## src/csw_cfg.svh

```systemverilog
`ifndef CSW_CFG_SVH
`define CSW_CFG_SVH
// ----------------------------------------------------------------------
// Register offsets (word index on the plain register port)
// ----------------------------------------------------------------------
`define CSW_OFF_UPPER 3'h0
`define CSW_OFF_LOWER 3'h1
`define CSW_OFF_PBASE 3'h2
`define CSW_OFF_MBASE 3'h3
`define CSW_OFF_MPSIZE 3'h4
`define CSW_OFF_AUX 3'h5
`define CSW_OFF_STATUS 3'h6
// ----------------------------------------------------------------------
// Field positions
// ----------------------------------------------------------------------
`define CSW_RDY_BIT 2
`define CSW_W3_BIT 3
`define CSW_DA_BIT 7
`define CSW_MP_EXT_BIT 7
`define CSW_MP_IO_BIT 6
`define CSW_MP_ALL_BIT 5
`define CSW_MP_LATCH_BIT 4
`define CSW_AUX_LOWER_BIT 0
`define CSW_AUX_OTHER_BIT 1
`define CSW_AUX_IO_BIT 2
// ----------------------------------------------------------------------
// Reset values
// ----------------------------------------------------------------------
`define CSW_UPPER_RST 16'hF03F
`define CSW_LOWER_RST 16'h0000
`define CSW_PBASE_RST 16'h0000
`define CSW_MBASE_RST 16'h0000
`define CSW_MPSIZE_RST 16'h0000
`define CSW_AUX_RST 16'h0000
`define CSW_UPPER_MIN 4'hF
`define CSW_UPPER_LOW 4'h8
`endif

```

## src/csw_pkg.sv

```systemverilog
package csw_pkg;
  typedef enum logic [1:0] {
    CSW_IDLE = 2'b00,
    CSW_WAIT = 2'b01,
    CSW_RDY = 2'b11,
    CSW_DONE = 2'b10
  } csw_state_type;
  typedef logic [19:0] csw_addr_type;
  typedef logic [15:0] csw_word_type;
  typedef struct packed {
    logic ext_ready;
    logic [3:0] waits;
  } csw_wait_type;
endpackage

```

## src/csw_wait_if.sv

```systemverilog
`timescale 1ns/1ps
interface csw_wait_if;
  import csw_pkg::*;
  logic start;
  csw_wait_type cfg;
  logic ready_sync;
  logic done;
  logic busy;
  modport ctrl (output start, output cfg, output ready_sync,
    input done, input busy);
  modport timer (input start, input cfg, input ready_sync,
    output done, output busy);
endinterface

```

## src/csw_unit.sv

```systemverilog
`timescale 1ns/1ps
`include "csw_cfg.svh"
// Notes on behaviour
// - Address-suppress bit blocks address drive
// - Select waits apply even as general I/O
// - Hidden fifth peripheral select keeps wait logic
// - Latched-address mode disables top-two wait logic
// - Reset: upper select active, 64K, ready, 3 waits
// - Upper range programmable 64K to 512K
// - Lower select inactive until programmed
// - Aux setting picks 8/16-bit width
// - Midrange base anywhere in 1M space
// - First midrange select may cover whole block
// - Midrange width follows other-memory width
// - Midrange/peripheral selects use multiplexed timing
// - Peripheral selects decode consecutive 256-byte blocks
// - Peripheral selects inactive after reset
// - Top two 0-3 waits, lower four more
// - Peripheral width follows memory or I/O width
// - Upper/lower selects use non-multiplexed timing
// - Ready enable bit and 2-bit wait field
// - Programmed waits complete before external ready
// - Selects assert for CPU and DMA cycles
module csw_unit (
  // Clock and reset
  input wire logic mclk,
  input wire logic rst_n,
  // Register port
  input wire logic [2:0] reg_addr,
  input wire csw_pkg::csw_word_type reg_wdata,
  input wire logic reg_wr,
  input wire logic reg_rd,
  output csw_pkg::csw_word_type reg_rdata,
  // Bus cycle from CPU or DMA
  input wire logic cyc_start,
  input wire logic cyc_addr_phase,
  input wire logic cyc_io,
  input wire logic cyc_dma,
  input wire csw_pkg::csw_addr_type cyc_addr,
  // External ready pin
  input wire logic ext_ready_pin,
  // Select outputs, active low, and latched address bits
  output logic upper_select_n,
  output logic lower_select_n,
  output logic [3:0] midrange_memory_selects_n,
  output logic [3:0] lower_four_peripheral_selects_n,
  output logic sixth_peripheral_select_n,
  output logic seventh_peripheral_select_n,
  output logic latched_addr_bit1,
  output logic latched_addr_bit2,
  // Bus control
  output logic suppress_address_drive,
  output logic bus_width16,
  output logic cycle_done,
  output logic cycle_busy
);
  import csw_pkg::*;
  csw_word_type upper_region_control;
  csw_word_type lower_region_control;
  csw_word_type peripheral_base_control;
  csw_word_type midrange_base_control;
  csw_word_type midrange_peripheral_size_control;
  csw_word_type auxiliary_width_config;
  logic lower_en, pcs_en, mcs_en;
  logic rdy_meta, rdy_sync;
  csw_addr_type addr_q;
  logic io_q;
  logic dma_q;
  logic hit_u, hit_l, hit_p_any;
  logic [3:0] hit_m;
  logic [6:0] hit_p;
  csw_wait_type next_cfg;
  logic cyc_start_q;
  csw_wait_if wif ();

  // ----------------------------------------------------------------------
  // Helpers
  // ----------------------------------------------------------------------
  function automatic csw_wait_type wait_of(input csw_word_type r,
                                           input logic wide);
    csw_wait_type w;
    logic [3:0] n;
    w.ext_ready = r[`CSW_RDY_BIT];
    n = {2'b00, r[1:0]};
    if (wide && r[`CSW_W3_BIT]) begin
      case (r[1:0])
        2'b00: n = 4'h5;
        2'b01: n = 4'h7;
        2'b10: n = 4'h9;
        default: n = 4'hF;
      endcase
    end
    w.waits = n;
    return w;
  endfunction

  function automatic csw_wait_type merge(input csw_wait_type a,
                                         input csw_wait_type b);
    csw_wait_type w;
    w.ext_ready = a.ext_ready | b.ext_ready;
    w.waits = (a.waits > b.waits) ? a.waits : b.waits;
    return w;
  endfunction

  // ----------------------------------------------------------------------
  // Register writes
  // ----------------------------------------------------------------------
  always_ff @(posedge mclk) begin
    if (!rst_n) begin
      upper_region_control <= `CSW_UPPER_RST;
      lower_region_control <= `CSW_LOWER_RST;
      peripheral_base_control <= `CSW_PBASE_RST;
      midrange_base_control <= `CSW_MBASE_RST;
      midrange_peripheral_size_control <= `CSW_MPSIZE_RST;
      auxiliary_width_config <= `CSW_AUX_RST;
      lower_en <= 1'b0;
      pcs_en <= 1'b0;
      mcs_en <= 1'b0;
    end else if (reg_wr) begin
      case (reg_addr)
        `CSW_OFF_UPPER: upper_region_control <= reg_wdata;
        `CSW_OFF_LOWER: begin
          lower_region_control <= reg_wdata;
          lower_en <= 1'b1;
        end
        `CSW_OFF_PBASE: begin
          peripheral_base_control <= reg_wdata;
          pcs_en <= 1'b1;
        end
        `CSW_OFF_MBASE: begin
          midrange_base_control <= reg_wdata;
          mcs_en <= 1'b1;
        end
        `CSW_OFF_MPSIZE: midrange_peripheral_size_control <= reg_wdata;
        `CSW_OFF_AUX: auxiliary_width_config <= reg_wdata;
        default: ;
      endcase
    end
  end

  // ----------------------------------------------------------------------
  // Register reads
  // ----------------------------------------------------------------------
  always_ff @(posedge mclk) begin
    if (!rst_n) begin
      reg_rdata <= 16'h0000;
    end else if (reg_rd) begin
      case (reg_addr)
        `CSW_OFF_UPPER: reg_rdata <= upper_region_control;
        `CSW_OFF_LOWER: reg_rdata <= lower_region_control;
        `CSW_OFF_PBASE: reg_rdata <= peripheral_base_control;
        `CSW_OFF_MBASE: reg_rdata <= midrange_base_control;
        `CSW_OFF_MPSIZE: reg_rdata <= midrange_peripheral_size_control;
        `CSW_OFF_AUX: reg_rdata <= auxiliary_width_config;
        `CSW_OFF_STATUS: reg_rdata <= {9'h000, wif.busy, lower_en,
                                       mcs_en, pcs_en, dma_q, io_q,
                                       hit_p_any};
        default: reg_rdata <= 16'h0000;
      endcase
    end else begin
      reg_rdata <= 16'h0000;
    end
  end

  // ----------------------------------------------------------------------
  // Ready pin synchroniser
  // ----------------------------------------------------------------------
  always_ff @(posedge mclk) begin
    if (!rst_n) begin
      rdy_meta <= 1'b0;
      rdy_sync <= 1'b0;
    end else begin
      rdy_meta <= ext_ready_pin;
      rdy_sync <= rdy_meta;
    end
  end

  // ----------------------------------------------------------------------
  // Cycle capture
  // ----------------------------------------------------------------------
  always_ff @(posedge mclk) begin
    if (!rst_n) begin
      addr_q <= 20'h00000;
      io_q <= 1'b0;
      dma_q <= 1'b0;
    end else if (cyc_start) begin
      addr_q <= cyc_addr;
      io_q <= cyc_io;
      dma_q <= cyc_dma;
    end
  end

  // ----------------------------------------------------------------------
  // Address decode
  // ----------------------------------------------------------------------
  always_comb begin
    logic [4:0] ublk;
    logic [19:0] mbase, pbase, msize, moff;
    logic [15:0] poff;
    ublk = {1'b0, upper_region_control[15:12]};
    if (ublk[3:0] < `CSW_UPPER_LOW) begin
      ublk = {1'b0, `CSW_UPPER_LOW};
    end
    hit_u = !io_q && ({1'b0, addr_q[19:16]} >= ublk);
    hit_l = lower_en && !io_q &&
            (addr_q[19:10] <= lower_region_control[15:6]);
    mbase = {midrange_base_control[15:9], 13'h0000};
    msize = {midrange_peripheral_size_control[14:8], 13'h0000};
    moff = addr_q - mbase;
    hit_m = 4'h0;
    if (mcs_en && !io_q && addr_q >= mbase && moff < msize) begin
      // Each select covers one quarter of the block; with the all bit set the first select covers the whole block
      if (midrange_peripheral_size_control[`CSW_MP_ALL_BIT]) begin
        hit_m = 4'h1;
      end else if (moff < (msize >> 2)) begin
        hit_m = 4'h1;
      end else if (moff < (msize >> 1)) begin
        hit_m = 4'h2;
      end else if (moff < (msize >> 1) + (msize >> 2)) begin
        hit_m = 4'h4;
      end else begin
        hit_m = 4'h8;
      end
    end
    pbase = {peripheral_base_control[15:6], 10'h000};
    poff = addr_q[15:0] - pbase[15:0];
    hit_p = 7'h00;
    if (pcs_en &&
        (midrange_peripheral_size_control[`CSW_MP_IO_BIT] == io_q) &&
        (io_q || addr_q[19:16] == pbase[19:16]) &&
        addr_q[15:0] >= pbase[15:0] && poff[15:11] == 5'h00) begin
      hit_p = 7'h01 << poff[10:8];
    end
    hit_p_any = |hit_p;
  end

  // ----------------------------------------------------------------------
  // Wait settings, combined over all matches except the top two selects in latched-address mode
  // ----------------------------------------------------------------------
  always_comb begin
    logic latch_mode;
    latch_mode = midrange_peripheral_size_control[`CSW_MP_LATCH_BIT];
    next_cfg = '0;
    if (hit_u) next_cfg = merge(next_cfg, wait_of(upper_region_control,
                                                  1'b0));
    if (hit_l) next_cfg = merge(next_cfg, wait_of(lower_region_control,
                                                  1'b0));
    if (|hit_m) next_cfg = merge(next_cfg, wait_of(midrange_base_control,
                                                   1'b0));
    if (|hit_p[4:0]) next_cfg = merge(next_cfg,
      wait_of(peripheral_base_control, !hit_p[4]));
    if (|hit_p[6:5] && !latch_mode) next_cfg = merge(next_cfg,
      wait_of(midrange_peripheral_size_control, 1'b0));
  end

  assign wif.start = cyc_start_q;
  assign wif.cfg = next_cfg;
  assign wif.ready_sync = rdy_sync;

  always_ff @(posedge mclk) begin
    if (!rst_n) cyc_start_q <= 1'b0;
    else cyc_start_q <= cyc_start && !wif.busy;
  end

  csw_wait_timer u_timer (
    .mclk(mclk),
    .rst_n(rst_n),
    .wif(wif)
  );

  // ----------------------------------------------------------------------
  // Select outputs
  // ----------------------------------------------------------------------
  always_ff @(posedge mclk) begin
    if (!rst_n) begin
      upper_select_n <= 1'b1;
      lower_select_n <= 1'b1;
      midrange_memory_selects_n <= 4'hF;
      lower_four_peripheral_selects_n <= 4'hF;
      sixth_peripheral_select_n <= 1'b1;
      seventh_peripheral_select_n <= 1'b1;
      suppress_address_drive <= 1'b0;
    end else if (wif.busy || cyc_start_q) begin
      upper_select_n <= !hit_u;
      lower_select_n <= !hit_l;
      midrange_memory_selects_n <= cyc_addr_phase ? 4'hF : ~hit_m;
      lower_four_peripheral_selects_n <= cyc_addr_phase ? 4'hF :
                                         ~hit_p[3:0];
      sixth_peripheral_select_n <= cyc_addr_phase || !hit_p[5];
      seventh_peripheral_select_n <= cyc_addr_phase || !hit_p[6];
      suppress_address_drive <=
        (hit_u && upper_region_control[`CSW_DA_BIT]) ||
        (hit_l && lower_region_control[`CSW_DA_BIT]);
    end else begin
      upper_select_n <= 1'b1;
      lower_select_n <= 1'b1;
      midrange_memory_selects_n <= 4'hF;
      lower_four_peripheral_selects_n <= 4'hF;
      sixth_peripheral_select_n <= 1'b1;
      seventh_peripheral_select_n <= 1'b1;
      suppress_address_drive <= 1'b0;
    end
  end

  // ----------------------------------------------------------------------
  // Width, latched address and cycle status
  // ----------------------------------------------------------------------
  always_ff @(posedge mclk) begin
    if (!rst_n) begin
      bus_width16 <= 1'b1;
      latched_addr_bit1 <= 1'b0;
      latched_addr_bit2 <= 1'b0;
      cycle_done <= 1'b0;
      cycle_busy <= 1'b0;
    end else begin
      if (hit_l) begin
        bus_width16 <= !auxiliary_width_config[`CSW_AUX_LOWER_BIT];
      end else if (hit_p_any && io_q) begin
        bus_width16 <= !auxiliary_width_config[`CSW_AUX_IO_BIT];
      end else if (!hit_u) begin
        bus_width16 <= !auxiliary_width_config[`CSW_AUX_OTHER_BIT];
      end else begin
        bus_width16 <= 1'b1;
      end
      latched_addr_bit1 <= midrange_peripheral_size_control
                           [`CSW_MP_LATCH_BIT] & addr_q[1];
      latched_addr_bit2 <= midrange_peripheral_size_control
                           [`CSW_MP_LATCH_BIT] & addr_q[2];
      cycle_done <= wif.done;
      cycle_busy <= wif.busy;
    end
  end
endmodule // csw_unit

```

## src/csw_wait_timer.sv

```systemverilog
`timescale 1ns/1ps
module csw_wait_timer (
  // Clock and reset
  input wire logic mclk,
  input wire logic rst_n,
  // Control side
  csw_wait_if.timer wif
);
  import csw_pkg::*;
  csw_state_type state;
  logic [3:0] count;
  logic use_rdy;
  logic done_q;
  assign wif.done = done_q;
  assign wif.busy = (state != CSW_IDLE);
  // ----------------------------------------------------------------------
  // Wait counting: programmed waits finish before ready is honoured
  // ----------------------------------------------------------------------
  always_ff @(posedge mclk) begin
    if (!rst_n) begin
      state <= CSW_IDLE;
      count <= 4'h0;
      use_rdy <= 1'b0;
      done_q <= 1'b0;
    end else begin
      done_q <= 1'b0;
      case (state)
        CSW_IDLE: begin
          if (wif.start) begin
            count <= wif.cfg.waits;
            use_rdy <= wif.cfg.ext_ready;
            state <= CSW_WAIT;
          end
        end
        CSW_WAIT: begin
          if (count != 4'h0) begin
            count <= count - 4'h1;
          end else begin
            state <= use_rdy ? CSW_RDY : CSW_DONE;
          end
        end
        CSW_RDY: begin
          if (wif.ready_sync) begin
            state <= CSW_DONE;
          end
        end
        CSW_DONE: begin
          done_q <= 1'b1;
          state <= CSW_IDLE;
        end
        default: state <= CSW_IDLE;
      endcase
    end
  end
endmodule // csw_wait_timer

```

## config.mk

```make
export PLATFORM = sky130hd
export DESIGN_NAME = csw_unit
export DESIGN_NICKNAME = d
export VERILOG_FILES = /design/src/csw_pkg.sv /design/src/csw_wait_if.sv /design/src/csw_unit.sv /design/src/csw_wait_timer.sv
export VERILOG_INCLUDE_DIRS = /design/src
export SDC_FILE = /design/constraint.sdc
export NUM_CORES = 1
export LEC_CHECK = 0
export BUFFER_PORTS_ARGS = -buffer_cell sky130_fd_sc_hd__buf_2
export CELL_PAD_IN_SITES_DETAIL_PLACEMENT = 1
export CELL_PAD_IN_SITES_GLOBAL_PLACEMENT = 1
export CORE_ASPECT_RATIO = 0.7
export CORE_MARGIN = 8
export CORE_UTILIZATION = 28
export CTS_CLUSTER_SIZE = 14
export DETAILED_ROUTE_END_ITERATION = 8
export PLACE_DENSITY = 0.59
export SYNTH_ARGS = -nofsm -noshare
export SYNTH_HDL_FRONTEND = slang
export SYNTH_SLANG_ARGS = --single-unit
```

## constraint.sdc

```tcl
create_clock -name mclk -period 5.8 [get_ports mclk]
set_clock_uncertainty 0.1 [all_clocks]
set_input_delay 1.16 -clock mclk [delete_from_list [all_inputs] [get_ports mclk]]
set_output_delay 1.16 -clock mclk [all_outputs]
set_load 0.02 [all_outputs]
```

Word level (Yosys, flattened, before mapping)
Index checks and enable logic that the tools add are counted.
{"block": "word_totals", "output_inout_bits": 34, "reg_bits": 166, "in_bits": 48, "elab_cells": 164}
{"block": "op_classes", "bitwise": 10, "add_sub_neg": 4, "shift": 1, "eq_ne": 17, "order_cmp": 13, "reduce_logical": 55, "muxes": 32}
{"cell": "$pmux 16 s7", "count": 1}
{"cell": "$mux 4", "count": 14}
{"cell": "$lt 20x20->1", "count": 2}
{"cell": "$mux 5", "count": 5}
{"cell": "$add 19x18->20", "count": 1}
{"cell": "$ge 20x20->1", "count": 1}
{"cell": "$lt 20x18->1", "count": 1}
{"cell": "$lt 20x19->1", "count": 1}
{"cell": "$sub 20x20->20", "count": 1}
{"cell": "$reduce_and 2->1", "count": 9}
{"cell": "$ge 16x16->1", "count": 1}
{"cell": "$logic_and 1x1->1", "count": 16}
{"cell": "$sub 16x16->16", "count": 1}
{"cell": "$gt 4x2->1", "count": 3}
{"cell": "$pmux 4 s3", "count": 1}
{"cell": "$logic_not 1->1", "count": 11}
{"cell": "$le 10x10->1", "count": 1}
{"cell": "$eq 3x3->1 const B", "count": 3}
{"cell": "$not 4->4", "count": 2}
{"cell": "$pmux 2 s4", "count": 1}
{"cell": "$pmux 4 s2", "count": 1}
{"cell": "$mux 7", "count": 1}
{"cell": "$reduce_or 7->1", "count": 1}
{"cell": "$shl 1x3->7 const A", "count": 1}
{"cell": "other kinds (28)", "count": 52}

Depth between registers and ports, before layout
Gate-level depths: netlist (run 1).
{"block": "logic_depth", "depth_word": 19, "depth_mapped": 33, "mapped_depth_nobuf": 33}

Hierarchy
Synthesis (run 1) repeated with hierarchy kept, for this count alone.
{"block": "hier_totals", "hier_cells": 1073, "area_unflattened_um2": 8677.1}
{"mod": "csw_unit", "area_per_inst_um2": 8272.9, "cells_per_inst": 1024, "instances": 1, "seq_area_each_um2": 3163.0}
{"mod": "csw_wait_timer", "area_per_inst_um2": 404.1, "cells_per_inst": 49, "instances": 1, "seq_area_each_um2": 160.2}

Worst setup path after synthesis (run 1)
No wires, ideal clock.
{"block": "synth_path", "path_type": "register to register", "startpoint": "reg upper_region_control[15]", "endpoint": "reg u_timer.count[0]", "path_stages_with_launch": 32, "setup_time_ps": 122, "arrival_time_ps": 5511, "period_less_slack_ps": 5733, "required_time_ps": 5578, "path_slack_ps": 67, "path_buffers": 0, "path_cell_list": "dfxtp_1 and2_1 ha_1 nand2b_1 a21o_1 a21o_1 nand3_1 ha_1 nand2b_1 a21oi_1 o2111a_1 o21ai_0 o31a_1 ha_1 inv_1 o22ai_1 o211ai_1 o311ai_0 o21ai_0 ha_1 a2bb2oi_1 a21oi_1 nand2_1 or4_1 nor2b_1 ha_1 nor2b_1 o21ai_0 nand3b_1 or4_1 nor3_1 nor3_1"}
{"block": "synth_via", "elab_chain_len": 19}
{"item": "start, declared", "line": "csw_unit.sv:58", "rtl": "csw_word_type upper_region_control;"}
{"item": "start signal, assigned", "line": "csw_unit.sv:110", "rtl": "upper_region_control <= `CSW_UPPER_RST;"}
{"item": "start signal, assigned", "line": "csw_unit.sv:121", "rtl": "`CSW_OFF_UPPER: upper_region_control <= reg_wdata;"}
{"item": "$lt 4x4->1 (no source line)"}
{"item": "$mux 4 (*)", "line": "csw_unit.sv:201", "rtl": "if (ublk[3:0] < `CSW_UPPER_LOW) begin"}
{"item": "$ge 4x5->1 (*)", "line": "csw_unit.sv:204", "rtl": "hit_u = !io_q && ({1'b0, addr_q[19:16]} >= ublk);"}
{"item": "$logic_and 1x1->1 (*)", "line": "csw_unit.sv:204"}
{"item": "$mux 5 (*)", "line": "csw_unit.sv:244", "rtl": "if (hit_u) next_cfg = merge(next_cfg, wait_of(upper_region_control,"}
{"item": "$gt 4x2->1", "line": "csw_unit.sv:101", "rtl": "w.waits = (a.waits > b.waits) ? a.waits : b.waits;"}
{"item": "$mux 4", "line": "csw_unit.sv:101"}
{"item": "$mux 5 (*)", "line": "csw_unit.sv:246", "rtl": "if (hit_l) next_cfg = merge(next_cfg, wait_of(lower_region_control,"}
{"item": "(+3 left out)"}
{"item": "$gt 4x4->1", "line": "csw_unit.sv:101"}
{"item": "$mux 4", "line": "csw_unit.sv:101"}
{"item": "$mux 5 (*)", "line": "csw_unit.sv:250", "rtl": "if (|hit_p[4:0]) next_cfg = merge(next_cfg,"}
{"item": "$gt 4x2->1", "line": "csw_unit.sv:101"}
{"item": "$mux 4", "line": "csw_unit.sv:101"}
{"item": "$mux 5 (*)", "line": "csw_unit.sv:252", "rtl": "if (|hit_p[6:5] && !latch_mode) next_cfg = merge(next_cfg,"}
{"item": "$mux 4 (*)", "line": "csw_wait_timer.sv:29", "rtl": "if (wif.start) begin"}
{"item": "$pmux 4 s2 (*)", "line": "csw_wait_timer.sv:27", "rtl": "case (state)"}
{"item": "end signal, assigned", "line": "csw_wait_timer.sv:30", "rtl": "count <= wif.cfg.waits;"}
{"item": "end signal, assigned", "line": "csw_wait_timer.sv:37", "rtl": "count <= count - 4'h1;"}
{"item": "end, declared", "line": "csw_wait_timer.sv:11", "rtl": "logic [3:0] count;"}
Every way passes the cells marked *; elsewhere a longest branch is shown, timed or not. The select of a mux whose other input is x is not followed.
A chain may end at the register's enable or synchronous reset.

Worst setup path in the final report (run 1)
Same ends and word-level chain as after synthesis.

==> results_dict.tcl, run 1 <==
set metrics [dict create \
    outcome "finished with violations" \
    violations "negative setup slack" \
    crit_path_top_delay_cell "or4_4" \
    initial_core_util_pct 28.4 \
    cts-root-buf "clkbuf_16" \
    setup_slack_ns -0.175 \
    drtIter0Drc 588 \
    synth_cell_types 69 \
    cp-end-kind "register" \
    synth_edf_count 0 \
    final_common_cell "nand2_1" \
    grt_usage_pct 17.1 \
    fp.dieH_um 167 \
    seqPwrFrac_pct 42.6 \
    postRouteWirelength_mm 33.1 \
    ant_nets 0 \
    async_flop_share_pct 0 \
    power.switching_uw 823 \
    worstSetupStartpointType "register" \
    io_buffers 81 \
    drv_slew 0 \
    via_count 8257 \
    cp.arrival_ns 6.20 \
    avgViaCountPerCell 5.07 \
    cap_violations 0 \
    synth-main-ff-cell "dfxtp_1" \
    rsz0062_at_grt "true" \
    crit_type "reg -> reg" \
    drtPass1Iterations 7 \
    final_cell_mix "nand2_1, dfxtp_1, a21boi_0" \
    cts.sinks 166 \
    gp_congestion 0.809 \
    dp.final_hpwl_mm 23.8 \
    final_hold_viol_count 0 \
    synth_seq_area_share_pct 36.3 \
    clk_path_buf_depth 2 \
    h-tree-depth 4 \
    die_w_um 232 \
    cts_tree "done" \
    core_um2 32300 \
    rrSetupSlack_ns -0.17 \
    antenna_found_initial 1 \
    worst_slew_pin_slew_ns 0.999 \
    cp_max_fo 3 \
    p_total_mw 2.83 \
    syn_inst 1093 \
    design_area_um2 11100 \
    relSlewSlack_pct 33.2 \
    dpl-instance-area_um2 10200 \
    dieArea_um2 38800 \
    worstPathRequired_ns 6.03 \
    yosys_warnings 0 \
    p_clk_share_pct 40.8 \
    holdBufCountCts 0 \
    leakage_nw 4.40 \
    grt_pass1_vias 8447 \
    finalSetupViolations 2 \
    synth.avg_cell_area_um2 8.37 \
    ir_drop_mv 0.154 \
    synth_fp_nets 1214 \
    gr-total-overflow 0 \
    final_nets 1309 \
    n_fill_cell 3812 \
    period_needed_ns 5.97 \
    layout-drive-gt1-share_pct 19.2 \
    area_growth_syn_to_layout_pct 21.3 \
    yosys_register_bits 166 \
    syn_area_um2 9150 \
    drc 0 \
    powerDensity_nw_per_um2 255 \
    internal-power_mw 2.01 \
    grt_pass1_wl_mm 51.2 \
    min_path_type "reg -> reg" \
    cts_inserted_buffers 17 \
    max_freq_ghz 0.167 \
    cpPeakStageDelay_ns 0.56 \
    combPwrFrac_pct 16.6 \
    grt_max_degree 104 \
    final.period_utilization_pct 103 \
    io_pins 82 \
    rows 55 \
    wl_per_cell_um 20.3 \
    clkTransAtPathRegs_ns 0.07 \
    netSwitchingFraction_pct 29.0 \
    insertion_delay_ns 0.45 \
]
==> registers in the layout, summed over array words and instances (netlist names), 2 cells and up <==
register	cells
addr_q	20
auxiliary_width_config	16
lower_region_control	16
midrange_base_control	16
midrange_peripheral_size_control	16
peripheral_base_control	16
reg_rdata	16
upper_region_control	16
lower_four_peripheral_selects_n	4
midrange_memory_selects_n	4
u_timer.count	4
u_timer.state	2
==> power groups by stage <==
stage,combinational [mW],clock (mW),sequential (mW)
2_1_floorplan,0.286,0,1.22
3_3_place_gp,0.435,0,1.23
3_5_place_dp,0.443,0,1.23
4_1_cts,0.460,1.19,1.21
5_1_grt,0.528,1.23,1.21
6_report,0.471,1.16,1.21
==> cell type report <==
class                      count  area [µm²]  share of cell area, %
multi-input combinational    814        5630                   50.7
sequential                   166        3330                   30.0
timing repair buffer         136         828                   7.46
tap                          427         534                   4.81
clock buffer                  17         425                   3.83
inverter                      53         199                   1.79
clock inverter                14         151                   1.36
antenna                        2        5.00                 0.0451
==> critical path: cells and delay by family (launching register included) <==
family          cells  cell delay [ns]
buf+inv             3             0.26
simple gates       10             1.73
fa+ha+maj           5             1.00
compound gates     15             2.44
flops               1             0.32
==> synth_stat cells (14+ instances only) <==
cell / n / area, µm²
o21ai_0: 33 / 165
and2_1: 14 / 87.6
nor2b_1: 39 / 244
clkbuf_1: 48 / 180
nand2_1: 233 / 875
a21o_1: 16 / 120
a21oi_1: 27 / 135
nand3_1: 25 / 125
mux2i_1: 39 / 390
inv_1: 52 / 195
a21boi_0: 90 / 676
dfxtp_1: 166 / 3320
ha_1: 70 / 876
nor2_1: 48 / 180
==> routing by layer <==
metal / wire length (µm) / vias up / track usage (%)
li1: - / 3991 / -
met1: 17300 / 4079 / 25.4
met2: 13600 / 162 / 24.4
met3: 1820 / 23 / 4.05
met4: 343 / 2 / 3.69
met5: 13 / - / 0
==> kinds of logic (layout without fill, tap and decap cells) <==
family	Yosys count	count (layout)	share of synthesized area [%]
AND/OR/NAND/NOR	421	421	21.2
AO/OA/AOI/OAI	257	257	20.4
flip-flops	166	166	36.3
buffers and inverters	113	220	4.74
adder cells (fa/ha/maj)	73	73	10.2
multiplexers	48	48	5.74
XOR/XNOR	15	15	1.44
other	0	2	0
==> through the flow <==
stage / hold WS (ns) / setup slack (ns) / util, % / cells / setup TNS, ns
floorplan: 0.312 / 0.0670 / - / 1093 / 0
global placement: 0.319 / -0.258 / 31.5 / 1583 / -0.487
detailed placement: 0.330 / -0.561 / 31.5 / 1583 / -1.07
CTS: 0.344 / -0.0299 / 34.1 / 1625 / -0.0519
global route: 0.374 / -0.441 / 34.4 / 1627 / -0.869
finish: 0.336 / -0.175 / 34.4 / 1629 / -0.324
==> what timing repair did <==
action                                  in CTS  in global routing
setup buffers                               11                  3
pin swaps                                    7                 19
gates resized for setup                     39                 15
endpoints found under the setup margin       2                  2
==> path summary, 6_finish.rpt <==
check        cells past startpoint                      from          endpoint
max                             33  upper_region_control[15]  u_timer.count[0]
min                              1          u_timer.wif.done        cycle_done
max reg2reg                     33  upper_region_control[15]  u_timer.count[0]
min reg2reg                      1          u_timer.wif.done        cycle_done
Note: power is estimated with default switching activity, not from simulation.
==> run 2, diff against run 1 <==
--- a/config.mk
+++ b/config.mk
@@ -6,7 +6,8 @@
 export SDC_FILE = /design/constraint.sdc
 export NUM_CORES = 1
 export LEC_CHECK = 0
-export BUFFER_PORTS_ARGS = -buffer_cell sky130_fd_sc_hd__buf_2
+export ABC_AREA = 1
+export BUFFER_PORTS_ARGS = -buffer_cell sky130_fd_sc_hd__clkbuf_2
 export CELL_PAD_IN_SITES_DETAIL_PLACEMENT = 1
 export CELL_PAD_IN_SITES_GLOBAL_PLACEMENT = 1
 export CORE_ASPECT_RATIO = 0.7
@@ -14,7 +15,7 @@
 export CORE_UTILIZATION = 28
 export CTS_CLUSTER_SIZE = 14
 export DETAILED_ROUTE_END_ITERATION = 8
-export PLACE_DENSITY = 0.59
+export PLACE_DENSITY = 0.61
 export SYNTH_ARGS = -nofsm -noshare
 export SYNTH_HDL_FRONTEND = slang
 export SYNTH_SLANG_ARGS = --single-unit
==> results_dict.tcl, run 2 <==
set metrics [dict create \
    cp.arrival_ns 5.53 \
    cts.sinks 166 \
    synth-main-ff-cell "dfxtp_1" \
    clk_path_buf_depth 2 \
    synth_cell_types 50 \
    wl_per_cell_um 19.9 \
    rows 54 \
    combPwrFrac_pct 18.9 \
    n_fill_cell 3878 \
    synth_common_cells "nand2_1, dfxtp_1, inv_1" \
    layout-drive-gt1-share_pct 13.0 \
    dieArea_um2 37400 \
    regMostFlops "addr_q" \
    syn_inst 1212 \
    cts-root-buf "clkbuf_16" \
    final_hold_viol_count 0 \
    drc 0 \
    netSwitchingFraction_pct 30.7 \
    largest_register_ffs 20 \
    final_common_cell "nand2_1" \
    ir_drop_mv 0.176 \
    grt_usage_pct 18.3 \
    cpPeakStageDelay_ns 0.40 \
    powerDensity_nw_per_um2 303 \
    initial_core_util_pct 28.3 \
    internal-power_mw 2.17 \
    clkTransAtPathRegs_ns 0.07 \
    leakage_nw 4.51 \
    synth_fp_nets 1333 \
    finalSetupViolations 0 \
    p_clk_share_pct 41.8 \
    die_w_um 228 \
    gr-total-overflow 0 \
    avgViaCountPerCell 4.98 \
    core_um2 31000 \
    async_flop_share_pct 0 \
    crit_path_top_delay_cell "dfxtp_1" \
    period_needed_ns 5.24 \
    area_growth_syn_to_layout_pct 17.7 \
    fin_tns_setup_ns 0 \
    cp_max_fo 5 \
    via_count 8547 \
    postRouteWirelength_mm 34.2 \
    h-tree-depth 4 \
    power.switching_uw 964 \
    p_total_mw 3.14 \
    rsz0062_at_grt "false" \
    synth_most_common_cell "nand2_1" \
    final_nets 1405 \
    io_buffers 81 \
    gp_congestion 0.867 \
    hold_slack_ns 0.319 \
    yosys_warnings 0 \
    cap_violations 0 \
    dp.final_hpwl_mm 26.2 \
    drtIter0Drc 566 \
    cp-end-kind "register" \
    insertion_delay_ns 0.46 \
    io_pins 82 \
    crit_top_cell "nand2_1" \
    min_path_type "reg -> reg" \
    synth_edf_count 0 \
    diodes 0 \
    ant_nets 0 \
    max_freq_ghz 0.191 \
    outcome "complete, no violations" \
    instances_no_fill 1717 \
    antenna_found_initial 0 \
    worst_slew_pin_slew_ns 1.04 \
    yosys_register_bits 166 \
    final.period_utilization_pct 90.3 \
    synth_area_leaders "dfxtp_1, ha_1, nand2_1" \
    seqPwrFrac_pct 39.3 \
    synth_top_area_share_pct 37.8 \
    grt_max_degree 79 \
    drtPass1Iterations 5 \
    worstSetupStartpointType "register" \
    grt_pass1_vias 8504 \
    final_core_util_pct 33.3 \
    fp.dieH_um 164 \
    synth.avg_cell_area_um2 7.25 \
    drv_slew 0 \
    grt_pass1_wl_mm 52.5 \
    final_cell_mix "nand2_1, dfxtp_1, inv_1" \
    yosysTopAreaCell "dfxtp_1" \
    placed_cells 1684 \
    cts_inserted_buffers 17 \
    cts_tree "done" \
    crit_type "reg -> reg" \
    relSlewSlack_pct 30.4 \
    worstPathRequired_ns 6.09 \
    synth_seq_area_share_pct 37.8 \
    holdBufCountCts 0 \
    syn_area_um2 8790 \
]
==> run 2: metrics by stage <==
step                      instance area [µm²]  setup slack [ns]
final                                   10300             0.561
after global routing                    10300           0.00815
after CTS                               10300             0.244
after detailed placement                 9650             0.312
after global placement                   9650             0.511
after floorplan                          8790              1.16
==> run 2: critical path, delay by kind of cell, from the launching register on <==
| family | cells | cell delay [ns] |
|---|---|---|
| buf+inv | 5 | 0.22 |
| simple gates | 25 | 2.20 |
| flops | 1 | 0.40 |
| fa+ha+maj | 5 | 1.41 |
| compound gates | 7 | 0.80 |
==> run 2: timing repair <==
action | CTS | global route
resized for setup | 0 | 5
endpoints found under the setup margin | 0 | 2
buffers inserted | 0 | 1
==> run 2: final timing paths <==
kind / endpoint / slack [ns] / cells past startpoint / startpoint
min: rdy_sync / 0.32 / 2 / rdy_meta
min reg2reg: rdy_sync / 0.32 / 2 / rdy_meta
max reg2reg: u_timer.count[1] / 0.56 / 42 / upper_region_control[15]
max: u_timer.count[1] / 0.56 / 42 / upper_region_control[15]
==> run 2: power by group through the flow <==
stage               registers (mW)  clock network (mW)  logic [mW]
global route                  1.24                1.38       0.672
floorplan                     1.25                   0       0.392
detailed placement            1.26                   0       0.587
finish                        1.23                1.31       0.593
global placement              1.25                   0       0.573
CTS                           1.23                1.34       0.591
==> run 2: area by class of cell <==
| cell class | count | area (µm²) | area share (%) |
|---|---|---|---|
| timing repair buffer | 97 | 526 | 5.08 |
| sequential | 166 | 3320 | 32.1 |
| clock buffer | 18 | 439 | 4.25 |
| multi-input combinational | 833 | 4670 | 45.2 |
| clock inverter | 14 | 223 | 2.15 |
| inverter | 169 | 634 | 6.13 |
| tap | 420 | 526 | 5.08 |
==> run 2: routing by layer <==
layer	vias to the layer above	track usage, %	routed length [µm]
met4	0	4.33	398
met3	28	3.35	1610
met5	-	0	0
met2	186	27.0	14200
li1	4172	-	-
met1	4161	26.9	18000
==> run 2: cell families (layout without fill, tap and decap cells) <==
group / count (synthesis) / count (layout) / synth area share, %
compound gates: 315 / 315 / 19.8
xor+xnor: 10 / 10 / 0.997
fa+ha+maj: 73 / 73 / 10.7
buf+inv: 213 / 298 / 9.29
flops: 166 / 166 / 37.8
simple gates: 435 / 435 / 21.4
